### src/design/pps_defs.svh
/*
  constants for the pin selection fabric: codes, field positions, keys, defaults.
  assumes inclusion by bare name from design files.
*/
`ifndef PPS_DEFS_SVH
`define PPS_DEFS_SVH
`define PPS_KEY1 8'h55
`define PPS_KEY2 8'haa
`define PPS_LOCK_BIT 0
`define PPS_PORT_MSB 4
`define PPS_PORT_LSB 3
`define PPS_PIN_MSB 2
`define PPS_PIN_LSB 0
`define PPS_OUT_DEFAULT 6'h00
`define PPS_IN_DEFAULT 5'h00
`define PPS_CODE_SERIAL_DATA 6'h14
`define PPS_CODE_SERIAL_CLK 6'h13
`define PPS_CODE_SYNC_DATA 6'h10
`define PPS_CODE_SYNC_CLK 6'h0f
`define PPS_CODE_MAX 6'h20
`endif

### src/design/pps_pkg.sv
/*
  types for the pin selection fabric.
  assumes nothing of its surroundings.
*/
package pps_pkg;
  typedef enum logic [1:0] {
    PPS_IDLE = 2'b00,
    PPS_KEY1_SEEN = 2'b01,
    PPS_ARMED = 2'b11
  } pps_key_state_t;
endpackage

### src/design/pps_top.sv
/*
  peripheral pin selection with key-guarded lock and one-shot lock option.
  assumes software writes are one-cycle strobes synchronous to clock_i; a separate
  power-on reset input clears selections, rst_n_i alone does not.
*/
`include "pps_defs.svh"
`timescale 1ns/1ps
`default_nettype none
module pps_top #(
  parameter int NUM_PINS = 18,
  parameter int NUM_SRCS = 33,
  parameter int NUM_INPUTS = 8
) (
  input wire logic clock_i,
  input wire logic rst_n_i,
  input wire logic por_n_i,
  input wire logic one_shot_lock_config_i,
  input wire logic sleep_i,
  input wire logic lock_wr_i,
  input wire logic [7:0] lock_wdata_i,
  input wire logic out_sel_wr_i,
  input wire logic [$clog2(NUM_PINS)-1:0] out_sel_idx_i,
  input wire logic [5:0] out_sel_wdata_i,
  input wire logic in_sel_wr_i,
  input wire logic [$clog2(NUM_INPUTS)-1:0] in_sel_idx_i,
  input wire logic [4:0] in_sel_wdata_i,
  input wire logic [NUM_SRCS-1:0] periph_out_i,
  input wire logic [NUM_SRCS-1:0] periph_oe_ovr_i,
  input wire logic [NUM_SRCS-1:0] periph_oe_val_i,
  input wire logic [NUM_PINS-1:0] pin_direction_control_i,
  input wire logic [31:0] pin_in_i,
  output logic [NUM_PINS-1:0] pin_out_o,
  output logic [NUM_PINS-1:0] pin_oe_n_o,
  output logic [NUM_INPUTS-1:0] periph_in_o,
  output logic selection_lock_bit_o,
  output logic one_shot_used_o,
  output logic [NUM_PINS*6-1:0] out_sel_rd_o,
  output logic [NUM_INPUTS*5-1:0] in_sel_rd_o
);
  import pps_pkg::*;

  // index ports need at least one bit, and pin levels arrive on a 32-bit bus
  if (NUM_PINS < 2 || NUM_PINS > 32) begin : g_bad_pins
    $error("pps_top: NUM_PINS must lie between 2 and 32");
  end
  if (NUM_INPUTS < 2) begin : g_bad_inputs
    $error("pps_top: NUM_INPUTS must be at least 2");
  end
  // the output decode covers exactly the codes up to the top code
  if (NUM_SRCS != 33) begin : g_bad_srcs
    $error("pps_top: NUM_SRCS must be 33");
  end

  ////////////////////////////////////////////////////////////////////////
  // reset release
  logic rst_s1_reg;
  logic rst_s2_reg;
  logic por_s1_reg;
  logic por_s2_reg;
  always_ff @(posedge clock_i or negedge rst_n_i) begin
    if (!rst_n_i) begin
      rst_s1_reg <= 1'b0;
      rst_s2_reg <= 1'b0;
    end else begin
      rst_s1_reg <= 1'b1;
      rst_s2_reg <= rst_s1_reg;
    end
  end
  always_ff @(posedge clock_i or negedge por_n_i) begin
    if (!por_n_i) begin
      por_s1_reg <= 1'b0;
      por_s2_reg <= 1'b0;
    end else begin
      por_s1_reg <= 1'b1;
      por_s2_reg <= por_s1_reg;
    end
  end
  wire logic rst_n = rst_s2_reg;
  wire logic por_n = por_s2_reg;

  ////////////////////////////////////////////////////////////////////////
  // key sequence and lock bit
  pps_key_state_t key_reg;
  pps_key_state_t key_next;
  logic lock_reg;
  logic used_reg;
  logic lock_change;
  logic lock_new;
  logic any_other_wr;

  assign any_other_wr = out_sel_wr_i | in_sel_wr_i;
  assign lock_new = lock_wdata_i[`PPS_LOCK_BIT];
  // with the one-shot option, once set the lock sticks and no clear is accepted
  assign lock_change = lock_wr_i && !any_other_wr && key_reg == PPS_ARMED &&
                       lock_new != lock_reg &&
                       !(one_shot_lock_config_i && used_reg);

  // idle cycles keep the sequence; only writes move it
  always_comb begin
    key_next = key_reg;
    if (any_other_wr) begin
      // a selector write between key writes cancels the sequence
      key_next = PPS_IDLE;
    end else if (lock_wr_i) begin
      unique case (key_reg)
        PPS_IDLE: begin
          if (lock_wdata_i == `PPS_KEY1) begin
            key_next = PPS_KEY1_SEEN;
          end else begin
            key_next = PPS_IDLE;
          end
        end
        PPS_KEY1_SEEN: begin
          if (lock_wdata_i == `PPS_KEY2) begin
            key_next = PPS_ARMED;
          end else if (lock_wdata_i == `PPS_KEY1) begin
            key_next = PPS_KEY1_SEEN;
          end else begin
            key_next = PPS_IDLE;
          end
        end
        PPS_ARMED: begin
          // the write after the keys spends the sequence whatever it holds
          if (lock_wdata_i == `PPS_KEY1) begin
            key_next = PPS_KEY1_SEEN;
          end else begin
            key_next = PPS_IDLE;
          end
        end
        default: begin
          key_next = PPS_IDLE;
        end
      endcase
    end
  end

  always_ff @(posedge clock_i or negedge rst_n) begin
    if (!rst_n) begin
      key_reg <= PPS_IDLE;
    end else begin
      key_reg <= key_next;
    end
  end

  // lock state lives in the power-on domain, surviving other resets and sleep
  always_ff @(posedge clock_i or negedge por_n) begin
    if (!por_n) begin
      lock_reg <= 1'b0;
    end else if (lock_change) begin
      lock_reg <= lock_new;
    end
  end

  // one-shot bookkeeping: the first accepted set spends the single change
  always_ff @(posedge clock_i or negedge por_n) begin
    if (!por_n) begin
      used_reg <= 1'b0;
    end else if (lock_change && lock_new) begin
      used_reg <= 1'b1;
    end
  end

  ////////////////////////////////////////////////////////////////////////
  // selector storage, power-on domain only
  logic [5:0] out_sel_reg [NUM_PINS];
  logic [4:0] in_sel_reg [NUM_INPUTS];

  genvar g;
  generate
    for (g = 0; g < NUM_PINS; g++) begin : g_out
      always_ff @(posedge clock_i or negedge por_n) begin
        if (!por_n) begin
          out_sel_reg[g] <= `PPS_OUT_DEFAULT;
        end else if (out_sel_wr_i && !lock_reg &&
                     out_sel_idx_i == ($clog2(NUM_PINS))'(g)) begin
          out_sel_reg[g] <= out_sel_wdata_i;
        end
      end

      logic [5:0] code;
      logic drv;
      logic ovr;
      logic ovr_val;
      assign code = out_sel_reg[g];
      // codes 1..32 index peripheral source code; zero and above max drive low with no override
      always_comb begin
        drv = 1'b0;
        ovr = 1'b0;
        ovr_val = 1'b0;
        if (code != 6'h00 && code <= `PPS_CODE_MAX) begin
          drv = periph_out_i[code];
          ovr = periph_oe_ovr_i[code];
          ovr_val = periph_oe_val_i[code];
        end
      end

      always_ff @(posedge clock_i or negedge rst_n) begin
        if (!rst_n) begin
          pin_out_o[g] <= 1'b0;
        end else begin
          pin_out_o[g] <= drv;
        end
      end

      // pin_direction_control high means input, so drive stays off unless the selected source sets its override
      always_ff @(posedge clock_i or negedge rst_n) begin
        if (!rst_n) begin
          pin_oe_n_o[g] <= 1'b1;
        end else if (ovr) begin
          // self-driving peripherals take the driver over
          pin_oe_n_o[g] <= ~ovr_val;
        end else begin
          pin_oe_n_o[g] <= pin_direction_control_i[g];
        end
      end

      always_ff @(posedge clock_i or negedge rst_n) begin
        if (!rst_n) begin
          out_sel_rd_o[g*6 +: 6] <= 6'h00;
        end else begin
          out_sel_rd_o[g*6 +: 6] <= out_sel_reg[g];
        end
      end
    end

    for (g = 0; g < NUM_INPUTS; g++) begin : g_in
      always_ff @(posedge clock_i or negedge por_n) begin
        if (!por_n) begin
          in_sel_reg[g] <= `PPS_IN_DEFAULT;
        end else if (in_sel_wr_i && !lock_reg &&
                     in_sel_idx_i == ($clog2(NUM_INPUTS))'(g)) begin
          in_sel_reg[g] <= in_sel_wdata_i;
        end
      end

      logic [1:0] port;
      logic [2:0] pin;
      assign port = in_sel_reg[g][`PPS_PORT_MSB:`PPS_PORT_LSB];
      assign pin = in_sel_reg[g][`PPS_PIN_MSB:`PPS_PIN_LSB];

      always_ff @(posedge clock_i or negedge rst_n) begin
        if (!rst_n) begin
          periph_in_o[g] <= 1'b0;
        end else begin
          periph_in_o[g] <= pin_in_i[{port, pin}];
        end
      end

      always_ff @(posedge clock_i or negedge rst_n) begin
        if (!rst_n) begin
          in_sel_rd_o[g*5 +: 5] <= 5'h00;
        end else begin
          in_sel_rd_o[g*5 +: 5] <= in_sel_reg[g];
        end
      end
    end
  endgenerate

  ////////////////////////////////////////////////////////////////////////
  // status outputs
  // sleep_i is deliberately unused: selections and lock hold through sleep
  always_ff @(posedge clock_i or negedge rst_n) begin
    if (!rst_n) begin
      selection_lock_bit_o <= 1'b0;
    end else begin
      selection_lock_bit_o <= lock_reg;
    end
  end

  always_ff @(posedge clock_i or negedge rst_n) begin
    if (!rst_n) begin
      one_shot_used_o <= 1'b0;
    end else begin
      one_shot_used_o <= used_reg;
    end
  end
endmodule
`default_nettype wire

### config.mk
export PLATFORM = sky130hd
export DESIGN_NAME = pps_top
export DESIGN_NICKNAME = d
export VERILOG_FILES = /design/src/design/pps_pkg.sv /design/src/design/pps_top.sv
export VERILOG_INCLUDE_DIRS = /design/src /design/src/design
export SDC_FILE = /design/constraint.sdc
export NUM_CORES = 1
export LEC_CHECK = 0
export BUFFER_PORTS_ARGS = -buffer_cell sky130_fd_sc_hd__buf_4
export CAP_MARGIN = 0
export CORE_ASPECT_RATIO = 1.75
export CORE_MARGIN = 8
export CORE_UTILIZATION = 45
export CTS_CLUSTER_SIZE = 28
export DETAILED_ROUTE_END_ITERATION = 6
export GPL_ROUTABILITY_DRIVEN = 0
export HOLD_SLACK_MARGIN = 0.15
export PLACE_DENSITY = 0.63
export SYNTH_ARGS = -nofsm -noshare
export SYNTH_HDL_FRONTEND = slang
export SYNTH_SLANG_ARGS = --single-unit
### constraint.sdc
create_clock -name clock_i -period 13.6 [get_ports clock_i]
set_input_delay 2.72 -clock clock_i [delete_from_list [all_inputs] [get_ports clock_i]]
set_output_delay 2.72 -clock clock_i [all_outputs]
set_load 0.1 [all_outputs]
# --- Word level (Yosys, flattened, before mapping) ---
# Index checks and enable logic that the tools add are counted.
word_totals:
  register_bits: 350
  in_bits: 184
  out_inout_bits: 194
classes:
  order_cmp: 44
  n_eq_ne: 29
  mux: 201
  n_bitwise: 19
  n_reduce_logical: 78
ops:
  columns: ["operator", "n"]
  rows:
  - ["1-bit binary-select mux with 6-bit select", 54]
  - ["1-bit 2-to-1 mux", 135]
  - ["6-bit by 7-bit < comparator with 1-bit output (second input constant)", 18]
  - ["6-bit less-or-equal comparator (second input constant)", 18]
  - ["6-bit nonzero test", 18]
  - ["1-bit logical AND", 52]
  - ["5-bit by 6-bit < comparator with 1-bit output (second input constant)", 8]
  - ["1-bit binary-select mux with 5-bit select", 8]
  - ["5-bit by 4-bit == test with 1-bit output (second input constant)", 8]
  - ["5-bit by 3-bit == test with 1-bit output (second input constant)", 4]
  - ["1-bit inverter", 18]
  - ["3-bit == test (second input constant)", 4]
  - ["5-bit by 2-bit == test with 1-bit output (second input constant)", 2]
  - ["5-bit == test (second input constant)", 2]
  - ["8-bit by 7-bit == test with 1-bit output (second input constant)", 1]
  - ["8-bit == test (second input constant)", 1]
  - ["3-bit by 2-bit == test with 1-bit output (second input constant)", 2]
  - ["2-bit 2-to-1 mux", 3]
  - ["5-bit by 1-bit == test with 1-bit output (second input constant)", 1]
  - ["5-bit zero test", 1]
  - ["2-bit case mux with 2 select lines", 1]
  - ["3-bit by 1-bit == test with 1-bit output (second input constant)", 1]
  - ["1-bit zero test", 3]
  - ["3-bit zero test", 1]
  - ["7 further kinds", 7]

# --- Logic depth before layout (Yosys ltp) ---
depth:
  word_depth: 7
  depth_mapped: 9
  ltp_nobuf: 6

# --- Worst setup path before layout ---
# OpenSTA, ideal clock, no wires.
synth_path:
  path_kind: "input-to-reg"
  from: "input periph_oe_val_i[10]"
  to: "register pin_oe_n_o[2]"
  setup_ns: 0.067
  arrival_ns: 4.249
  setup_slack_ns: 9.284
  stages: 6
  path_cell_list: "mux4_1 mux4_2 nor3b_1 a2111oi_2 a21oi_1 nor2_1"
synth_via:
  elab_chain_len: 5
synth_lines:
  columns: ["item", "line_no", "text"]
  rows:
  - ["start: declaration", "pps_top.sv:29", "input wire logic [NUM_SRCS-1:0] periph_oe_val_i,"]
  - ["1-bit binary-select mux with 6-bit select", "pps_top.sv:193", "ovr_val = periph_oe_val_i[code];"]
  - ["1-bit 2-to-1 mux (implied by the code)", "pps_top.sv:193", null]
  - ["1-bit 2-to-1 mux", "pps_top.sv:190", "if (code != 6'h00 && code <= `PPS_CODE_MAX) begin"]
  - ["1-bit inverter", "pps_top.sv:211", "pin_oe_n_o[g] <= ~ovr_val;"]
  - ["1-bit 2-to-1 mux", "pps_top.sv:209", "end else if (ovr) begin"]
  - ["end signal: indexed assignment", "pps_top.sv:211", null]
  - ["end signal: indexed assignment", "pps_top.sv:213", "pin_oe_n_o[g] <= pin_direction_control_i[g];"]
  - ["end: declaration", "pps_top.sv:33", "output logic [NUM_PINS-1:0] pin_oe_n_o,"]
# Every way passes these cells. The select of a mux whose other input is x is not followed.
# A chain may end at the register's enable or synchronous reset.

# --- Worst setup path in the final report ---
layout_path:
  from: "input out_sel_idx_i[3]"
  to: "register out_sel_reg (netlist bit g_out[17].code[3])"
layout_via:
  elab_chain_len: 2
layout_lines:
  columns: ["item", "line_no", "text"]
  rows:
  - ["start: declaration", "pps_top.sv:22", "input wire logic [$clog2(NUM_PINS)-1:0] out_sel_idx_i,"]
  - ["5-bit == test", "pps_top.sv:175", "out_sel_idx_i == ($clog2(NUM_PINS))'(g)) begin"]
  - ["1-bit logical AND", "pps_top.sv:174", "end else if (out_sel_wr_i && !lock_reg &&"]
  - ["end signal: indexed assignment", "pps_top.sv:173", "out_sel_reg[g] <= `PPS_OUT_DEFAULT;"]
  - ["end signal: indexed assignment", "pps_top.sv:176", "out_sel_reg[g] <= out_sel_wdata_i;"]
  - ["end: declaration", "pps_top.sv:165", "logic [5:0] out_sel_reg [NUM_PINS];"]
# Every way passes these cells.

==> results.md <==
* DR WL/cell at 42.32 um
* Cells after Synth at 1960
* Ys async rst share at 100.0%
* Worst Setup End Kind: register
* Switching Fraction at 47.65%
* Core Rows at 122
* Pwr dens at 182.5 nW/um2
* Mean Syn Cell Area at 14.58 um2
* TNS Setup at 0 ns
* Clock Sink Count at 350
* Main area contributors after synthesis: mux4_2, dfrtp_1, mux2_2, mux2i_1, clkbuf_1
* GR Layer Usage met1 at 36.92%
* Clk slew on worst S/H paths at 0.06 ns
* Htree depth at 2
* Netlist Area Pre-Place at 28570 um2
* Worst skew pair latency at 0.58 ns
* First-pass GRT wire length at 177.1 mm
* Pins over their slew limit at 0
* Clk pwr share at 18.1%
* CTS buffer count at 37
* Die Ht at 349.3 um
* Final hold violation count at 0
* Fin crit period at 4.734 ns
* # DRC at 0
* 1st-pass router iterations at 7
* DP HPWL at 77.57 mm
* Post-synth top area share at 42.41%
* Comb pwr share at 52.7%
* CTS tree: yes
* DP Area at 31330 um2
* Drt initial violations at 3170
* Largest net degree at the start of global routing at 133
* Design area at 32640 um2
* Crit path launch type: primary input
* Area Overhead vs Synth at 14.25%
* Gr busiest metal: met2
* EDFF count, synth at 0
* Final cell count without fillers at 2962
* Met2 usage at 54.71%
* Final worst slack at 8.866 ns
* YS warnings at 0
* Vias in the first global route at 24510
* Final period util at 34.81%
* Die ar. at 72130 um2
* Clock Skew at 0.02724 ns
* Ports at 378
* Total core area at 63040 um2
* Synth area leader: mux4_2
* Worst hold margin at 0.3559 ns
* Leakage at 12.28 nW
* Critical path data arrival time at 5.17 ns
* Global routing met3 resource utilization at 14.35%
* Fin nets at 2298
* Status: complete, no violations
* Top_reg_cell synth: dfrtp_1
* Fraction of layout cells with a size suffix above 1 at 56.47%
* Worst-margin pin slew at 1.201 ns
* Total Wirelength at 125.4 mm
* Psw at 0.002838 W
* Peak VDD IR at 0.1536 mV
* Die W at 206.5 um
* Seq pwr share at 29.2%
* GRT Total Usage at 34.75%
* Fillcell total at 5247
* Setup violators final at 0
* Storage element area at 8793 um2
* Fmax at 211.2 MHz
* Via count at 23510
* Max cap viols at 0
* Port bufs at 376
* Netlist cell types at 72
* Clk root buf: clkbuf_16
* Grt total ovfl at 0
* Final antenna-violating net count at 0
* CP Max Fanout at 6
* Unrepaired setup endpoints after global routing: false
* Area taken by multi-input logic gates at 18440 um2
* Crit path kind: primary input to register
* Req. time, crit path at 14.04 ns
* Initial antenna violation count at 9
* Max Root-Sink Buffers at 3
* Pre-CTS setup slack at 8.342 ns
* Share of the yosys chip area belonging to registers at 30.73%
* Dpl cells at 2877
* HP Class: register to register
* Yosys reg bits at 350
* Initial Util at 45.32%
* Largest registers: g_out.code: 108 flops, out_sel_rd_o: 108 flops, in_sel_rd_o: 40 flops
* Pint at 0.003118 W
* Via-per-instance ratio at 7.936
* Relative slew margins at 19.30%
-- layout by cell type (no fill, tap or decap), types with 22 or more instances in the layout --
cell type    n
nand3_1     39
nand2_1     46
dfrtp_1    326
inv_1       22
buf_4      398
nor2_1      50
mux2i_1    118
o21ai_0     23
mux4_2     538
clkbuf_16   38
mux2_2     166
nor2b_1     31
-- kinds of logic after synthesis --
kind of cell / share of synthesized area [%]
muxes: 54.08
DFF: 30.73
buffers and inverters: 4.734
and+or+nand+nor: 5.829
AOI/OAI and AO/OA: 4.414
adders and majority gates: 0.1314
xor gates and xnor gates: 0.06132
other: 0.01313
-- cell type report --
cell class / instances / share of cell area, %
Antenna cell: 17 / 0.1303
Clock inverter: 20 / 0.6823
Multi-Input combinational cell: 1300 / 56.49
Inverter: 22 / 0.2530
Clock buffer: 47 / 3.170
Sequential cell: 350 / 26.94
Tap cell: 806 / 3.089
Timing Repair Buffer: 400 / 9.245
-- cells in the mapped netlist (all sizes together) (4+ instances only) --
library cell / count
nor3: 13
a31oi: 7
nand3b: 15
a2111oi: 15
nor2b: 31
inv: 22
and3b: 4
or2: 5
a22oi: 6
a211oi: 18
dfstp: 18
a22o: 4
and3: 6
nand4b: 5
nand3: 39
clkbuf: 196
mux2i: 118
nor2: 50
nand2b: 9
a311oi: 12
nor3b: 11
o22ai: 4
mux2: 168
a21oi: 12
nand2: 46
mux4: 548
and2: 4
nor4b: 10
or3b: 5
dfrtp: 332
nor4: 12
o211ai: 12
or4: 9
o21ai: 27
nor4bb: 5
buf: 93
nand4: 6
o31ai: 16
a32o: 8
-- power groups by stage --
stage,registers [W],clock network [W],logic (W)
after global routing,0.00178,0.00113,0.00324
after floorplan,0.00255,0,0.00156
after detailed placement,0.00175,0,0.00311
after CTS,0.00174,0.00109,0.00312
final,0.00174,0.00108,0.00314
after global placement,0.00174,0,0.00307
-- worst max-delay path: stages --
cell,delay (ns)
buf_4,0.12
or3b_2,0.47
nor3b_1,0.88
nand2_1,0.55
mux2_2,0.43
-- layer usage --
metal  vias to the layer above  share of wire (%)
met5                         -              0.027
met4                         2                 10
met3                       794                 15
met2                      2467                 47
met1                     11770                 29
li1                       8472                  -
-- metrics by stage --
stage / total power, W / util (%)
after floorplan: 0.004109 / -
after global placement: 0.004806 / 49.70
after detailed placement: 0.004860 / 49.70
after CTS: 0.005946 / 51.71
after global routing: 0.006152 / 51.72
final: 0.005956 / 51.78
-- final timing paths --
check	end	cells past startpoint	slack [ns]	start
worst min-delay path	por_n	0	0.36	por_s1_reg
worst max register to register	pin_oe_n_o[9]	7	10.47	g_out[9].code[0]
max in group asynchronous	g_out[15].code[0]	2	11.36	por_n
worst max-delay path	g_out[17].code[3]	5	8.87	out_sel_idx_i[3]
min in group asynchronous	out_sel_rd_o[48]	0	0.42	rst_n
worst min register to register	por_n	0	0.36	por_s1_reg
-- timing repair --
action                                 in CTS  in global routing
resized for setup                           0                  0
buffers inserted                            0                  0
hold buffers                                1                  0
endpoints found under the hold margin       6                  0
No activity file was read; power rests on OpenSTA's default activity.
